File: config.mk
export PLATFORM = sky130hd
export DESIGN_NAME = dma_fs_channel
export DESIGN_NICKNAME = d
export VERILOG_FILES = /design/src/logic/dma_fs_pkg.sv /design/src/logic/dma_addr_step.sv /design/src/logic/dma_frame_count.sv /design/src/logic/dma_fs_channel.sv
export SDC_FILE = /design/constraint.sdc
export NUM_CORES = 1
export LEC_CHECK = 0
export BUFFER_PORTS_ARGS = -buffer_cell sky130_fd_sc_hd__buf_2
export CAP_MARGIN = 20
export CORE_MARGIN = 2
export CORE_UTILIZATION = 45
export CTS_CLUSTER_DIAMETER = 120
export DETAILED_ROUTE_END_ITERATION = 16
export GPL_ROUTABILITY_DRIVEN = 0
export GPL_TIMING_DRIVEN = 0
export PLACE_DENSITY_LB_ADDON = 0.05
export REMOVE_ABC_BUFFERS = 1
export SLEW_MARGIN = 20
export SYNTH_ARGS = -nofsm -noshare
export SYNTH_HDL_FRONTEND = slang
export SYNTH_HIERARCHICAL = 1
export SYNTH_SLANG_ARGS = --single-unit
File: constraint.sdc
create_clock -name i_sys_clk -period 6.7 [get_ports i_sys_clk]
set_clock_uncertainty 0.15 [all_clocks]
set_input_delay 1.005 -clock i_sys_clk [delete_from_list [all_inputs] [get_ports i_sys_clk]]
set_output_delay 1.005 -clock i_sys_clk [all_outputs]
set_load 0.01 [all_outputs]
File: src/logic/dma_fs_pkg.sv
// shared constants and types for the frame-synchronised dma channel
package dma_fs_pkg;

  // register offsets
  localparam logic [7:0] REG_CTRL     = 8'h00;
  localparam logic [7:0] REG_SRC      = 8'h04;
  localparam logic [7:0] REG_DST      = 8'h08;
  localparam logic [7:0] REG_SPLIT    = 8'h0c;
  localparam logic [7:0] REG_COUNT    = 8'h10;
  localparam logic [7:0] REG_INDEX    = 8'h14;
  localparam logic [7:0] REG_STATUS   = 8'h18;
  localparam logic [7:0] REG_INT_STAT = 8'h1c;
  localparam logic [7:0] REG_INT_CLR  = 8'h20;
  localparam logic [7:0] REG_INT_EN   = 8'h24;

  // control field positions
  localparam int CTRL_START_BIT = 0;
  localparam int CTRL_FSYNC_BIT = 1;
  localparam int CTRL_SPLIT_BIT = 2;
  localparam int CTRL_SRC_LSB   = 3;
  localparam int CTRL_DST_LSB   = 5;
  localparam int CTRL_ELEMENT_SIZE_CODE_LSB = 7;
  localparam int CTRL_W         = 9;

  // count and index field positions (low half element, high half frame)
  localparam int HALF_W   = 16;
  localparam int HI_LSB   = 16;

  // interrupt status bits
  localparam int INT_FRAME_BIT = 0;
  localparam int INT_BLOCK_BIT = 1;
  localparam int INT_W         = 2;

  // reset values
  localparam logic [CTRL_W-1:0] CTRL_RST  = 9'h000;
  localparam logic [31:0]       WORD_RST  = 32'h0000_0000;
  localparam logic [HALF_W-1:0] CNT_RST   = 16'h0001;
  localparam logic [INT_W-1:0]  INT_RST   = 2'h0;

  // address modes
  localparam logic [1:0] AMODE_FIXED = 2'h0;
  localparam logic [1:0] AMODE_INC   = 2'h1;
  localparam logic [1:0] AMODE_DEC   = 2'h2;
  localparam logic [1:0] AMODE_INDEX = 2'h3;

  // element size codes
  localparam logic [1:0] ELEMENT_SIZE_CODE_WORD = 2'h0;
  localparam logic [1:0] ELEMENT_SIZE_CODE_HALF = 2'h1;
  localparam logic [1:0] ELEMENT_SIZE_CODE_BYTE = 2'h2;

  localparam logic [HALF_W-1:0] CNT_ONE = 16'h0001;

  typedef enum logic [4:0] {
    ST_IDLE  = 5'h01,
    ST_WSYNC = 5'h02,
    ST_READ  = 5'h04,
    ST_WDATA = 5'h08,
    ST_WRITE = 5'h10
  } state_e;

  // bytes moved per element
  function automatic logic [31:0] element_size_code_bytes(input logic [1:0] code);
    case (code)
      ELEMENT_SIZE_CODE_WORD: element_size_code_bytes = 32'h0000_0004;
      ELEMENT_SIZE_CODE_HALF: element_size_code_bytes = 32'h0000_0002;
      default:    element_size_code_bytes = 32'h0000_0001;
    endcase
  endfunction

endpackage

File: src/logic/dma_addr_step.sv
// next-address calculation for one address pointer
`timescale 1ns/1ps
`default_nettype none
module dma_addr_step (
  input  wire logic [31:0] i_addr,
  input  wire logic [1:0]  i_mode,
  input  wire logic [1:0]  i_element_size_code,
  input  wire logic [15:0] i_elem_idx,
  input  wire logic [15:0] i_frame_idx,
  input  wire logic        i_use_frame,
  output logic      [31:0] o_next
);
  logic [15:0] idx;
  logic [31:0] idx_ext;
  logic [31:0] step;

  // index counts bytes regardless of element size
  assign idx     = i_use_frame ? i_frame_idx : i_elem_idx;
  assign idx_ext = {{16{idx[15]}}, idx};
  assign step    = (i_mode == dma_fs_pkg::AMODE_INDEX) ? idx_ext
                 : dma_fs_pkg::element_size_code_bytes(i_element_size_code);
  assign o_next  = (i_mode == dma_fs_pkg::AMODE_FIXED) ? i_addr
                 : (i_mode == dma_fs_pkg::AMODE_DEC)   ? i_addr - step
                 : i_addr + step;
endmodule // dma_addr_step
`default_nettype wire

File: src/logic/dma_frame_count.sv
// element and frame counters of the channel
`timescale 1ns/1ps
`default_nettype none
module dma_frame_count (
  input  wire logic        i_sys_clk,
  input  wire logic        i_reset,
  input  wire logic        i_load,
  input  wire logic        i_step,
  input  wire logic [15:0] i_elem_cnt,
  input  wire logic [15:0] i_frame_cnt,
  output logic             o_last_elem,
  output logic             o_last_frame,
  output logic      [15:0] o_elem_left
);
  logic [15:0] elem_ff;
  logic [15:0] frame_ff;
  logic [15:0] nxt_elem;
  logic [15:0] nxt_frame;

  assign o_last_elem  = (elem_ff <= dma_fs_pkg::CNT_ONE);
  assign o_last_frame = (frame_ff <= dma_fs_pkg::CNT_ONE);
  assign o_elem_left  = elem_ff;

  // reload element count for the next frame
  assign nxt_elem  = i_load ? i_elem_cnt
                   : (i_step & o_last_elem) ? i_elem_cnt
                   : i_step ? elem_ff - dma_fs_pkg::CNT_ONE : elem_ff;
  assign nxt_frame = i_load ? i_frame_cnt
                   : (i_step & o_last_elem) ? frame_ff - dma_fs_pkg::CNT_ONE : frame_ff;

  always_ff @(posedge i_sys_clk) begin
    if (i_reset) begin
      elem_ff  <= dma_fs_pkg::CNT_RST;
      frame_ff <= dma_fs_pkg::CNT_RST;
    end else begin
      elem_ff  <= nxt_elem;
      frame_ff <= nxt_frame;
    end
  end
endmodule // dma_frame_count
`default_nettype wire

File: src/logic/dma_fs_channel.sv
// one dma channel with frame sync, split mode and indexed addressing
//
// How it works
// - In frame-sync mode the read sync latch is cleared as soon as the first read of the synchronised frame starts.
// - With destination mode 11b the destination steps by element index, and by frame index after a frame's last element.
// - In split mode the frame index reaches the destination only on the receive part's last element of a frame.
// - Each end of frame sets the frame end flag once, also in split mode, and it can raise the interrupt.
// - Element size code 00b makes every read and write a full 32-bit word.
// - In indexed mode the address moves by the index value in bytes, whatever the element size.
// - Increment mode moves the address by the element size after each element.
`timescale 1ns/1ps
`default_nettype none
module dma_fs_channel (
  input  wire logic        i_sys_clk,
  input  wire logic        i_reset,
  input  wire logic [7:0]  i_reg_addr,
  input  wire logic [31:0] i_reg_wdata,
  input  wire logic        i_reg_wr,
  input  wire logic        i_reg_rd,
  output logic      [31:0] o_reg_rdata,
  input  wire logic        i_read_sync,
  output logic             o_mem_rd,
  output logic             o_mem_wr,
  output logic      [31:0] o_mem_addr,
  output logic      [31:0] o_mem_wdata,
  output logic      [1:0]  o_element_size_code,
  input  wire logic        i_mem_rd_valid,
  input  wire logic [31:0] i_mem_rd_data,
  output logic      [1:0]  o_channel_action_pins,
  output logic             o_irq
);

  // software registers
  logic [dma_fs_pkg::CTRL_W-1:0] ctrl_ff;
  logic [31:0]                   src_ff;
  logic [31:0]                   dst_ff;
  logic [31:0]                   split_ff;
  logic [31:0]                   count_ff;
  logic [31:0]                   index_ff;
  logic [dma_fs_pkg::INT_W-1:0]  int_stat_ff;
  logic [dma_fs_pkg::INT_W-1:0]  int_en_ff;

  // channel state
  dma_fs_pkg::state_e state_ff;
  dma_fs_pkg::state_e nxt_state;
  logic               read_sync_latch_ff;
  logic               rx_phase_ff;
  logic               first_rd_ff;
  logic [31:0]        data_ff;

  // output flops
  logic        mem_rd_ff;
  logic        mem_wr_ff;
  logic [31:0] mem_addr_ff;
  logic [31:0] mem_wdata_ff;
  logic [31:0] rdata_ff;
  logic        irq_ff;
  logic [1:0]  action_ff;

  // decode
  logic wr_ctrl;
  logic wr_src_reg;
  logic wr_dst_reg;
  logic wr_split;
  logic wr_count;
  logic wr_index;
  logic wr_int_clr;
  logic wr_int_en;
  logic start;
  logic fsync_en;
  logic split_en;
  logic [1:0] src_mode;
  logic [1:0] dst_mode;
  logic [1:0] element_size_code;

  assign wr_ctrl    = i_reg_wr & (i_reg_addr == dma_fs_pkg::REG_CTRL);
  assign wr_src_reg = i_reg_wr & (i_reg_addr == dma_fs_pkg::REG_SRC);
  assign wr_dst_reg = i_reg_wr & (i_reg_addr == dma_fs_pkg::REG_DST);
  assign wr_split   = i_reg_wr & (i_reg_addr == dma_fs_pkg::REG_SPLIT);
  assign wr_count   = i_reg_wr & (i_reg_addr == dma_fs_pkg::REG_COUNT);
  assign wr_index   = i_reg_wr & (i_reg_addr == dma_fs_pkg::REG_INDEX);
  assign wr_int_clr = i_reg_wr & (i_reg_addr == dma_fs_pkg::REG_INT_CLR);
  assign wr_int_en  = i_reg_wr & (i_reg_addr == dma_fs_pkg::REG_INT_EN);

  assign fsync_en          = ctrl_ff[dma_fs_pkg::CTRL_FSYNC_BIT];
  assign split_en          = ctrl_ff[dma_fs_pkg::CTRL_SPLIT_BIT];
  assign src_mode          = ctrl_ff[dma_fs_pkg::CTRL_SRC_LSB +: 2];
  assign dst_mode          = ctrl_ff[dma_fs_pkg::CTRL_DST_LSB +: 2];
  assign element_size_code = ctrl_ff[dma_fs_pkg::CTRL_ELEMENT_SIZE_CODE_LSB +: 2];
  assign start = wr_ctrl & i_reg_wdata[dma_fs_pkg::CTRL_START_BIT] & (state_ff == dma_fs_pkg::ST_IDLE);

  // state decode
  logic st_idle;
  logic st_read;
  logic st_write;
  logic tx_part;
  logic elem_done;
  logic last_elem;
  logic last_frame;
  logic frame_end;
  logic block_end;
  logic src_step;
  logic dst_step;
  logic latch_clr;

  assign st_idle   = (state_ff == dma_fs_pkg::ST_IDLE);
  assign st_read   = (state_ff == dma_fs_pkg::ST_READ);
  assign st_write  = (state_ff == dma_fs_pkg::ST_WRITE);
  assign tx_part   = split_en & ~rx_phase_ff;
  // an element is done after its write, or after the receive part in split mode
  assign elem_done = st_write & ~tx_part;
  assign frame_end = elem_done & last_elem;
  assign block_end = frame_end & last_frame;
  // source moves after its own read part; destination only after the receive part
  assign src_step  = st_write & (~split_en | tx_part);
  assign dst_step  = elem_done;
  assign latch_clr = st_read & first_rd_ff & fsync_en;

  // address steppers
  logic [31:0] src_next;
  logic [31:0] dst_next;

  dma_addr_step u_src_step (
    .i_addr      (src_ff),
    .i_mode      (src_mode),
    .i_element_size_code     (element_size_code),
    .i_elem_idx  (index_ff[dma_fs_pkg::HALF_W-1:0]),
    .i_frame_idx (index_ff[dma_fs_pkg::HI_LSB +: dma_fs_pkg::HALF_W]),
    .i_use_frame (last_elem),
    .o_next      (src_next)
  );

  dma_addr_step u_dst_step (
    .i_addr      (dst_ff),
    .i_mode      (dst_mode),
    .i_element_size_code     (element_size_code),
    .i_elem_idx  (index_ff[dma_fs_pkg::HALF_W-1:0]),
    .i_frame_idx (index_ff[dma_fs_pkg::HI_LSB +: dma_fs_pkg::HALF_W]),
    .i_use_frame (last_elem),
    .o_next      (dst_next)
  );

  dma_frame_count u_count (
    .i_sys_clk    (i_sys_clk),
    .i_reset      (i_reset),
    .i_load       (start),
    .i_step       (elem_done),
    .i_elem_cnt   (count_ff[dma_fs_pkg::HALF_W-1:0]),
    .i_frame_cnt  (count_ff[dma_fs_pkg::HI_LSB +: dma_fs_pkg::HALF_W]),
    .o_last_elem  (last_elem),
    .o_last_frame (last_frame),
    .o_elem_left  ()
  );

  // sequencing
  always_comb begin
    nxt_state = state_ff;
    case (state_ff)
      dma_fs_pkg::ST_IDLE: begin
        if (start) begin
          nxt_state = i_reg_wdata[dma_fs_pkg::CTRL_FSYNC_BIT] ? dma_fs_pkg::ST_WSYNC : dma_fs_pkg::ST_READ;
        end
      end
      dma_fs_pkg::ST_WSYNC: begin
        if (read_sync_latch_ff) begin
          nxt_state = dma_fs_pkg::ST_READ;
        end
      end
      dma_fs_pkg::ST_READ: begin
        nxt_state = dma_fs_pkg::ST_WDATA;
      end
      dma_fs_pkg::ST_WDATA: begin
        if (i_mem_rd_valid) begin
          nxt_state = dma_fs_pkg::ST_WRITE;
        end
      end
      dma_fs_pkg::ST_WRITE: begin
        if (block_end) begin
          nxt_state = dma_fs_pkg::ST_IDLE;
        end else if (frame_end & fsync_en) begin
          nxt_state = dma_fs_pkg::ST_WSYNC;
        end else begin
          nxt_state = dma_fs_pkg::ST_READ;
        end
      end
      default: begin
        nxt_state = dma_fs_pkg::ST_IDLE;
      end
    endcase
  end

  // next values
  logic [31:0] rd_addr;
  logic [31:0] wr_addr;
  logic        nxt_latch;
  logic        nxt_rx_phase;
  logic        nxt_first_rd;
  logic [dma_fs_pkg::INT_W-1:0] int_set;
  logic [dma_fs_pkg::INT_W-1:0] nxt_int_stat;
  logic [31:0] status_word;
  logic [31:0] nxt_rdata;

  assign rd_addr      = (split_en & rx_phase_ff) ? split_ff : src_ff;
  assign wr_addr      = tx_part ? split_ff : dst_ff;
  // a new sync event beats a same-cycle clear
  assign nxt_latch    = i_read_sync | (read_sync_latch_ff & ~latch_clr);
  assign nxt_rx_phase = start ? 1'b0 : st_write ? (split_en & ~rx_phase_ff) : rx_phase_ff;
  assign nxt_first_rd = (start | frame_end) ? 1'b1 : latch_clr ? 1'b0 : first_rd_ff;
  assign int_set      = {block_end, frame_end};
  assign nxt_int_stat = int_set | (int_stat_ff & ~(wr_int_clr ? i_reg_wdata[dma_fs_pkg::INT_W-1:0]
                                                              : dma_fs_pkg::INT_RST));
  assign status_word  = {25'h0, first_rd_ff, rx_phase_ff, state_ff};
  assign nxt_rdata    = ~i_reg_rd ? dma_fs_pkg::WORD_RST
                      : (i_reg_addr == dma_fs_pkg::REG_CTRL)     ? {23'h0, ctrl_ff}
                      : (i_reg_addr == dma_fs_pkg::REG_SRC)      ? src_ff
                      : (i_reg_addr == dma_fs_pkg::REG_DST)      ? dst_ff
                      : (i_reg_addr == dma_fs_pkg::REG_SPLIT)    ? split_ff
                      : (i_reg_addr == dma_fs_pkg::REG_COUNT)    ? count_ff
                      : (i_reg_addr == dma_fs_pkg::REG_INDEX)    ? index_ff
                      : (i_reg_addr == dma_fs_pkg::REG_STATUS)   ? {status_word[31:8], read_sync_latch_ff,
                                                                    status_word[6:0]}
                      : (i_reg_addr == dma_fs_pkg::REG_INT_STAT) ? {30'h0, int_stat_ff}
                      : (i_reg_addr == dma_fs_pkg::REG_INT_EN)   ? {30'h0, int_en_ff}
                      : dma_fs_pkg::WORD_RST;

  // configuration registers; start bit is not kept
  always_ff @(posedge i_sys_clk) begin
    if (i_reset) begin
      ctrl_ff  <= dma_fs_pkg::CTRL_RST;
      split_ff <= dma_fs_pkg::WORD_RST;
      count_ff <= {dma_fs_pkg::CNT_RST, dma_fs_pkg::CNT_RST};
      index_ff <= dma_fs_pkg::WORD_RST;
      int_en_ff <= dma_fs_pkg::INT_RST;
    end else begin
      if (wr_ctrl & st_idle) ctrl_ff <= {i_reg_wdata[dma_fs_pkg::CTRL_W-1:1], 1'b0};
      if (wr_split) split_ff <= i_reg_wdata;
      if (wr_count) count_ff <= i_reg_wdata;
      if (wr_index) index_ff <= i_reg_wdata;
      if (wr_int_en) int_en_ff <= i_reg_wdata[dma_fs_pkg::INT_W-1:0];
    end
  end

  // address pointers; software loads them only while idle
  always_ff @(posedge i_sys_clk) begin
    if (i_reset) begin
      src_ff <= dma_fs_pkg::WORD_RST;
      dst_ff <= dma_fs_pkg::WORD_RST;
    end else begin
      if (wr_src_reg & st_idle) src_ff <= i_reg_wdata;
      else if (src_step) src_ff <= src_next;
      if (wr_dst_reg & st_idle) dst_ff <= i_reg_wdata;
      else if (dst_step) dst_ff <= dst_next;
    end
  end

  // channel state
  always_ff @(posedge i_sys_clk) begin
    if (i_reset) begin
      state_ff           <= dma_fs_pkg::ST_IDLE;
      read_sync_latch_ff <= 1'b0;
      rx_phase_ff        <= 1'b0;
      first_rd_ff        <= 1'b0;
      int_stat_ff        <= dma_fs_pkg::INT_RST;
      data_ff            <= dma_fs_pkg::WORD_RST;
    end else begin
      state_ff           <= nxt_state;
      read_sync_latch_ff <= nxt_latch;
      rx_phase_ff        <= nxt_rx_phase;
      first_rd_ff        <= nxt_first_rd;
      int_stat_ff        <= nxt_int_stat;
      if (i_mem_rd_valid & (state_ff == dma_fs_pkg::ST_WDATA)) data_ff <= i_mem_rd_data;
    end
  end

  // registered outputs
  always_ff @(posedge i_sys_clk) begin
    if (i_reset) begin
      mem_rd_ff    <= 1'b0;
      mem_wr_ff    <= 1'b0;
      mem_addr_ff  <= dma_fs_pkg::WORD_RST;
      mem_wdata_ff <= dma_fs_pkg::WORD_RST;
      rdata_ff     <= dma_fs_pkg::WORD_RST;
      irq_ff       <= 1'b0;
      action_ff    <= 2'h0;
    end else begin
      mem_rd_ff    <= st_read;
      mem_wr_ff    <= st_write;
      mem_addr_ff  <= st_read ? rd_addr : wr_addr;
      mem_wdata_ff <= data_ff;
      rdata_ff     <= nxt_rdata;
      irq_ff       <= |(nxt_int_stat & int_en_ff);
      action_ff    <= {frame_end, ~(nxt_state == dma_fs_pkg::ST_IDLE)};
    end
  end

  assign o_mem_rd              = mem_rd_ff;
  assign o_mem_wr              = mem_wr_ff;
  assign o_mem_addr            = mem_addr_ff;
  assign o_mem_wdata           = mem_wdata_ff;
  assign o_element_size_code   = ctrl_ff[dma_fs_pkg::CTRL_ELEMENT_SIZE_CODE_LSB +: 2];
  assign o_reg_rdata           = rdata_ff;
  assign o_irq                 = irq_ff;
  assign o_channel_action_pins = action_ff;

endmodule // dma_fs_channel
`default_nettype wire

==> results_dict.tcl <==
set metrics [dict create \
    intPower_mw 3.48 \
    core_area_mm2 0.0478 \
    drv_cap 0 \
    cts_buffers 42 \
    grt_antenna_before_repair 0 \
    cts-root-buf "clkbuf_16" \
    overflow 0 \
    dp_hpwl_mm 56.9 \
    crit_type "reg -> reg" \
    synthFlopType "dfxtp_1" \
    gr-usage-all-layers 0.313 \
    tritoncts "done" \
    synth_edf_count 0 \
    finalInstanceArea_mm2 0.0246 \
    synth-xor-area-share 0.0348 \
    hold_ws_ns 0.298 \
    power.switching_mw 1.12 \
    rr_worst_depth 24 \
    relSlewSlack 0.253 \
    antenna_left 0 \
    ys_seq_area_frac 0.315 \
    netlist_area_mm2 0.0219 \
    critical-path-top-delay-family "simple AND/OR/NAND/NOR gates" \
    synth_simple_gate_area_frac 0.237 \
    grt_max_degree 121 \
    synth_compound_area_frac 0.270 \
    whs_path_depth 2 \
    cts.htree.levels 2 \
    power_density_mw_per_mm2 187 \
    ys_top_cells_by_area "dfxtp_1 32%, nand2_1 8.2%, a21oi_1 6.3%" \
    io_buffers 180 \
    via_count 22300 \
    power_frac_comb 0.043 \
    critPathSlowestCell "and4_4" \
    synth.top_cells.by_count "480 x nand2_1, 345 x dfxtp_1, 277 x a21oi_1" \
    io_pins 181 \
    async_flop_share 0 \
    switching_share 0.244 \
    nFillCells 4696 \
    required_ns 6.98 \
    synth_most_common_cell "nand2_1" \
    firstDrtPassIters 6 \
    die_h_um 225 \
    setup_viol 0 \
    synth_area_per_cell_um2 7.70 \
    worst_slew_pin_slew_ns 1.12 \
    row_count 80 \
    yosys.area.top_type_share 0.315 \
    path_common_cell "ha_1" \
    clk_pin_slew_ns 0.06 \
    timing.fmax_mhz 156 \
    synth_fa_ha_area_frac 0.0407 \
    worstPathArrival_ns 6.71 \
    hold_buffers 0 \
    fin_util 0.515 \
    cp_max_fo 8 \
    yosys.area.top_type "dfxtp_1" \
    syn2layout_area_growth_pct 12.5 \
    clockPowerShare 0.509 \
    wl_per_cell_um 23.1 \
    dpl_cell_area_mm2 0.0231 \
    sequentialPowerShare 0.448 \
    muxShareOfSynthArea 0.0460 \
    crit_path_cell_trace "inv_1 -> ha_1 -> nor2_1 -> nor3_4 -> and4_4 -> mux2i_2 -> nand4_4 -> nor3_4 -> nand3_2 -> nor2_2 -> nand2_1 -> ha_1 -> a21o_1 -> ha_1 -> nand4_1 -> nor3_1 -> o211ai_1 -> a31oi_2 -> o211ai_1 -> and3_1 -> nor4b_1 -> nand3_1 -> mux2i_1 -> a211oi_1" \
    ys_types 96 \
    die_w_um 225 \
    worst-path-stages 24 \
    routed_via_density 6.36 \
    rsz0062_at_grt "true" \
    syn_inst 2842 \
    drive_gt1_frac 0.137 \
    wl_mm 81.1 \
    cp-end-kind "flop" \
    antenna_cells 0 \
    ctsLongestPathBuffers 3 \
    crit_path_start_kind "flop" \
    tns_ns 0 \
    grt_pass1_wl_mm 124 \
    drt_iter0_markers 2276 \
    synth_top_family_by_area "compound AO/OA/AOI/OAI gates" \
    fin_cells 3511 \
    ir_drop_mv 0.164 \
    hold_viol 0 \
    min_period_ns 6.43 \
    yosysWarnings 6 \
    cpPeakStageDelay_ns 0.42 \
    start_util 0.458 \
    slew_viol_final 0 \
    hold_path.class "reg -> reg" \
    drc_errors 0 \
    grt_pass1_vias 20700 \
    finalCritPeriodShare 0.959 \
    clk-insertion-delay-late_ns 0.59 \
    dp.cells 3428 \
    synth.ff_latch_count 345 \
    leakage_nw 9.43 \
    critPathBufInv 1 \
    status "completed" \
    dieArea_mm2 0.0504 \
    clock-sinks 345 \
    fin_nets 3010 \
]
through the flow:
stage | setup WS [ns] | total power, mW
floorplan | 0.0613 | 2.15
global placement | -3.96 | 2.29
detailed placement | -0.411 | 2.30
CTS | 0.0208 | 4.63
global route | -0.0764 | 4.71
finish | 0.274 | 4.60
worst paths after layout:
kind,startpoint,to,slack (ns)
worst max-delay path,u_count/o_elem_left[0]$_SDFFE_PP1P_,src_ff[31]$_SDFFE_PP0P_,0.27
worst min-delay path,data_ff[8]$_SDFFE_PP0P_,data_ff[8]$_SDFFE_PP0P_,0.30
worst max register to register,u_count/o_elem_left[0]$_SDFFE_PP1P_,src_ff[31]$_SDFFE_PP0P_,0.27
worst min register to register,data_ff[8]$_SDFFE_PP0P_,data_ff[8]$_SDFFE_PP0P_,0.30
placed cells by master, fill, tap and decap left out, types with 13 or more instances in the layout:
cell,Yosys,routed
o211ai_1,13,13
nand4_1,30,30
buf_2,17,178
nand2_1,480,478
a311oi_1,36,36
nor2b_1,44,42
nand4b_1,32,32
dfxtp_1,345,343
a21boi_0,58,58
a221oi_1,35,35
clkbuf_16,0,42
o22a_1,23,23
nand3_1,59,55
xor2_1,39,39
o31ai_1,15,15
a22oi_1,56,56
nor3_1,118,112
a21oi_1,277,276
a21o_1,28,28
o21ai_0,144,144
nand2b_1,41,41
xnor2_1,48,48
nor2_1,156,154
inv_1,46,46
a211oi_1,91,91
ha_1,68,66
mux2i_1,87,81
or3_1,17,14
power by group through the flow:
stage / registers, mW / clock network (mW) / logic [mW]
3_5_place_dp: 2.10 / 0 / 0.193
4_1_cts: 2.06 / 2.38 / 0.194
2_1_floorplan: 2.10 / 0 / 0.0529
3_3_place_gp: 2.10 / 0 / 0.182
6_report: 2.06 / 2.34 / 0.198
5_1_grt: 2.06 / 2.45 / 0.208
per-layer routing:
layer,global-route usage,routed length [um]
met2,0.495,36600
met3,0.0406,5110
met1,0.414,34700
met5,0,0
met4,0.175,4710
state kept, by name, summed over array words and instances, names as in the netlist, 2 cells and up:
| register | cells |
|---|---|
| count_ff | 32 |
| data_ff | 32 |
| dst_ff | 32 |
| index_ff | 32 |
| o_mem_addr | 32 |
| o_mem_wdata | 32 |
| o_reg_rdata | 32 |
| split_ff | 32 |
| src_ff | 32 |
| u_count/frame_ff | 16 |
| u_count/o_elem_left | 16 |
| ctrl_ff | 8 |
| state_ff | 5 |
| int_en_ff | 2 |
| int_stat_ff | 2 |
| o_channel_action_pins | 2 |
worst register-to-register path, stage by stage, from the launching register on:
cell      delay (ns)
dfxtp_1         0.37
inv_1           0.10
ha_1            0.25
nor2_1          0.12
nor3_4          0.30
and4_4          0.43
mux2i_2         0.39
nand4_4         0.24
nor3_4          0.34
nand3_2         0.18
nor2_2          0.25
nand2_1         0.10
ha_1            0.28
a21o_1          0.17
ha_1            0.42
nand4_1         0.21
nor3_1          0.27
o211ai_1        0.28
a31oi_2         0.30
o211ai_1        0.22
and3_1          0.24
nor4b_1         0.31
nand3_1         0.11
mux2i_1         0.15
a211oi_1        0.10
layout make-up:
type	count	area (um2)	share of cell area
Clock inverter	16	160	0.00651
Sequential cell	345	6910	0.281
Tap cell	615	769	0.0313
Timing Repair Buffer	209	1330	0.0539
Inverter	47	176	0.00717
Clock buffer	62	1250	0.0506
Multi-Input combinational cell	2217	14000	0.570
cell families after synthesis:
kind of cell,after synthesis
xor gates and xnor gates,87
buffers and inverters,283
and+or+nand+nor,1072
adders and majority gates,70
AOI/OAI and AO/OA,886
DFF,345
muxes,99
repair_timing:
action | in CTS | in global routing
buffers inserted | 1 | 1
cloned | 2 | 1
resized for setup | 3 | 20
endpoints found under the setup margin | 9 | 15
pin swaps | 1 | 2
No activity file was read; power rests on OpenSTA's default activity.
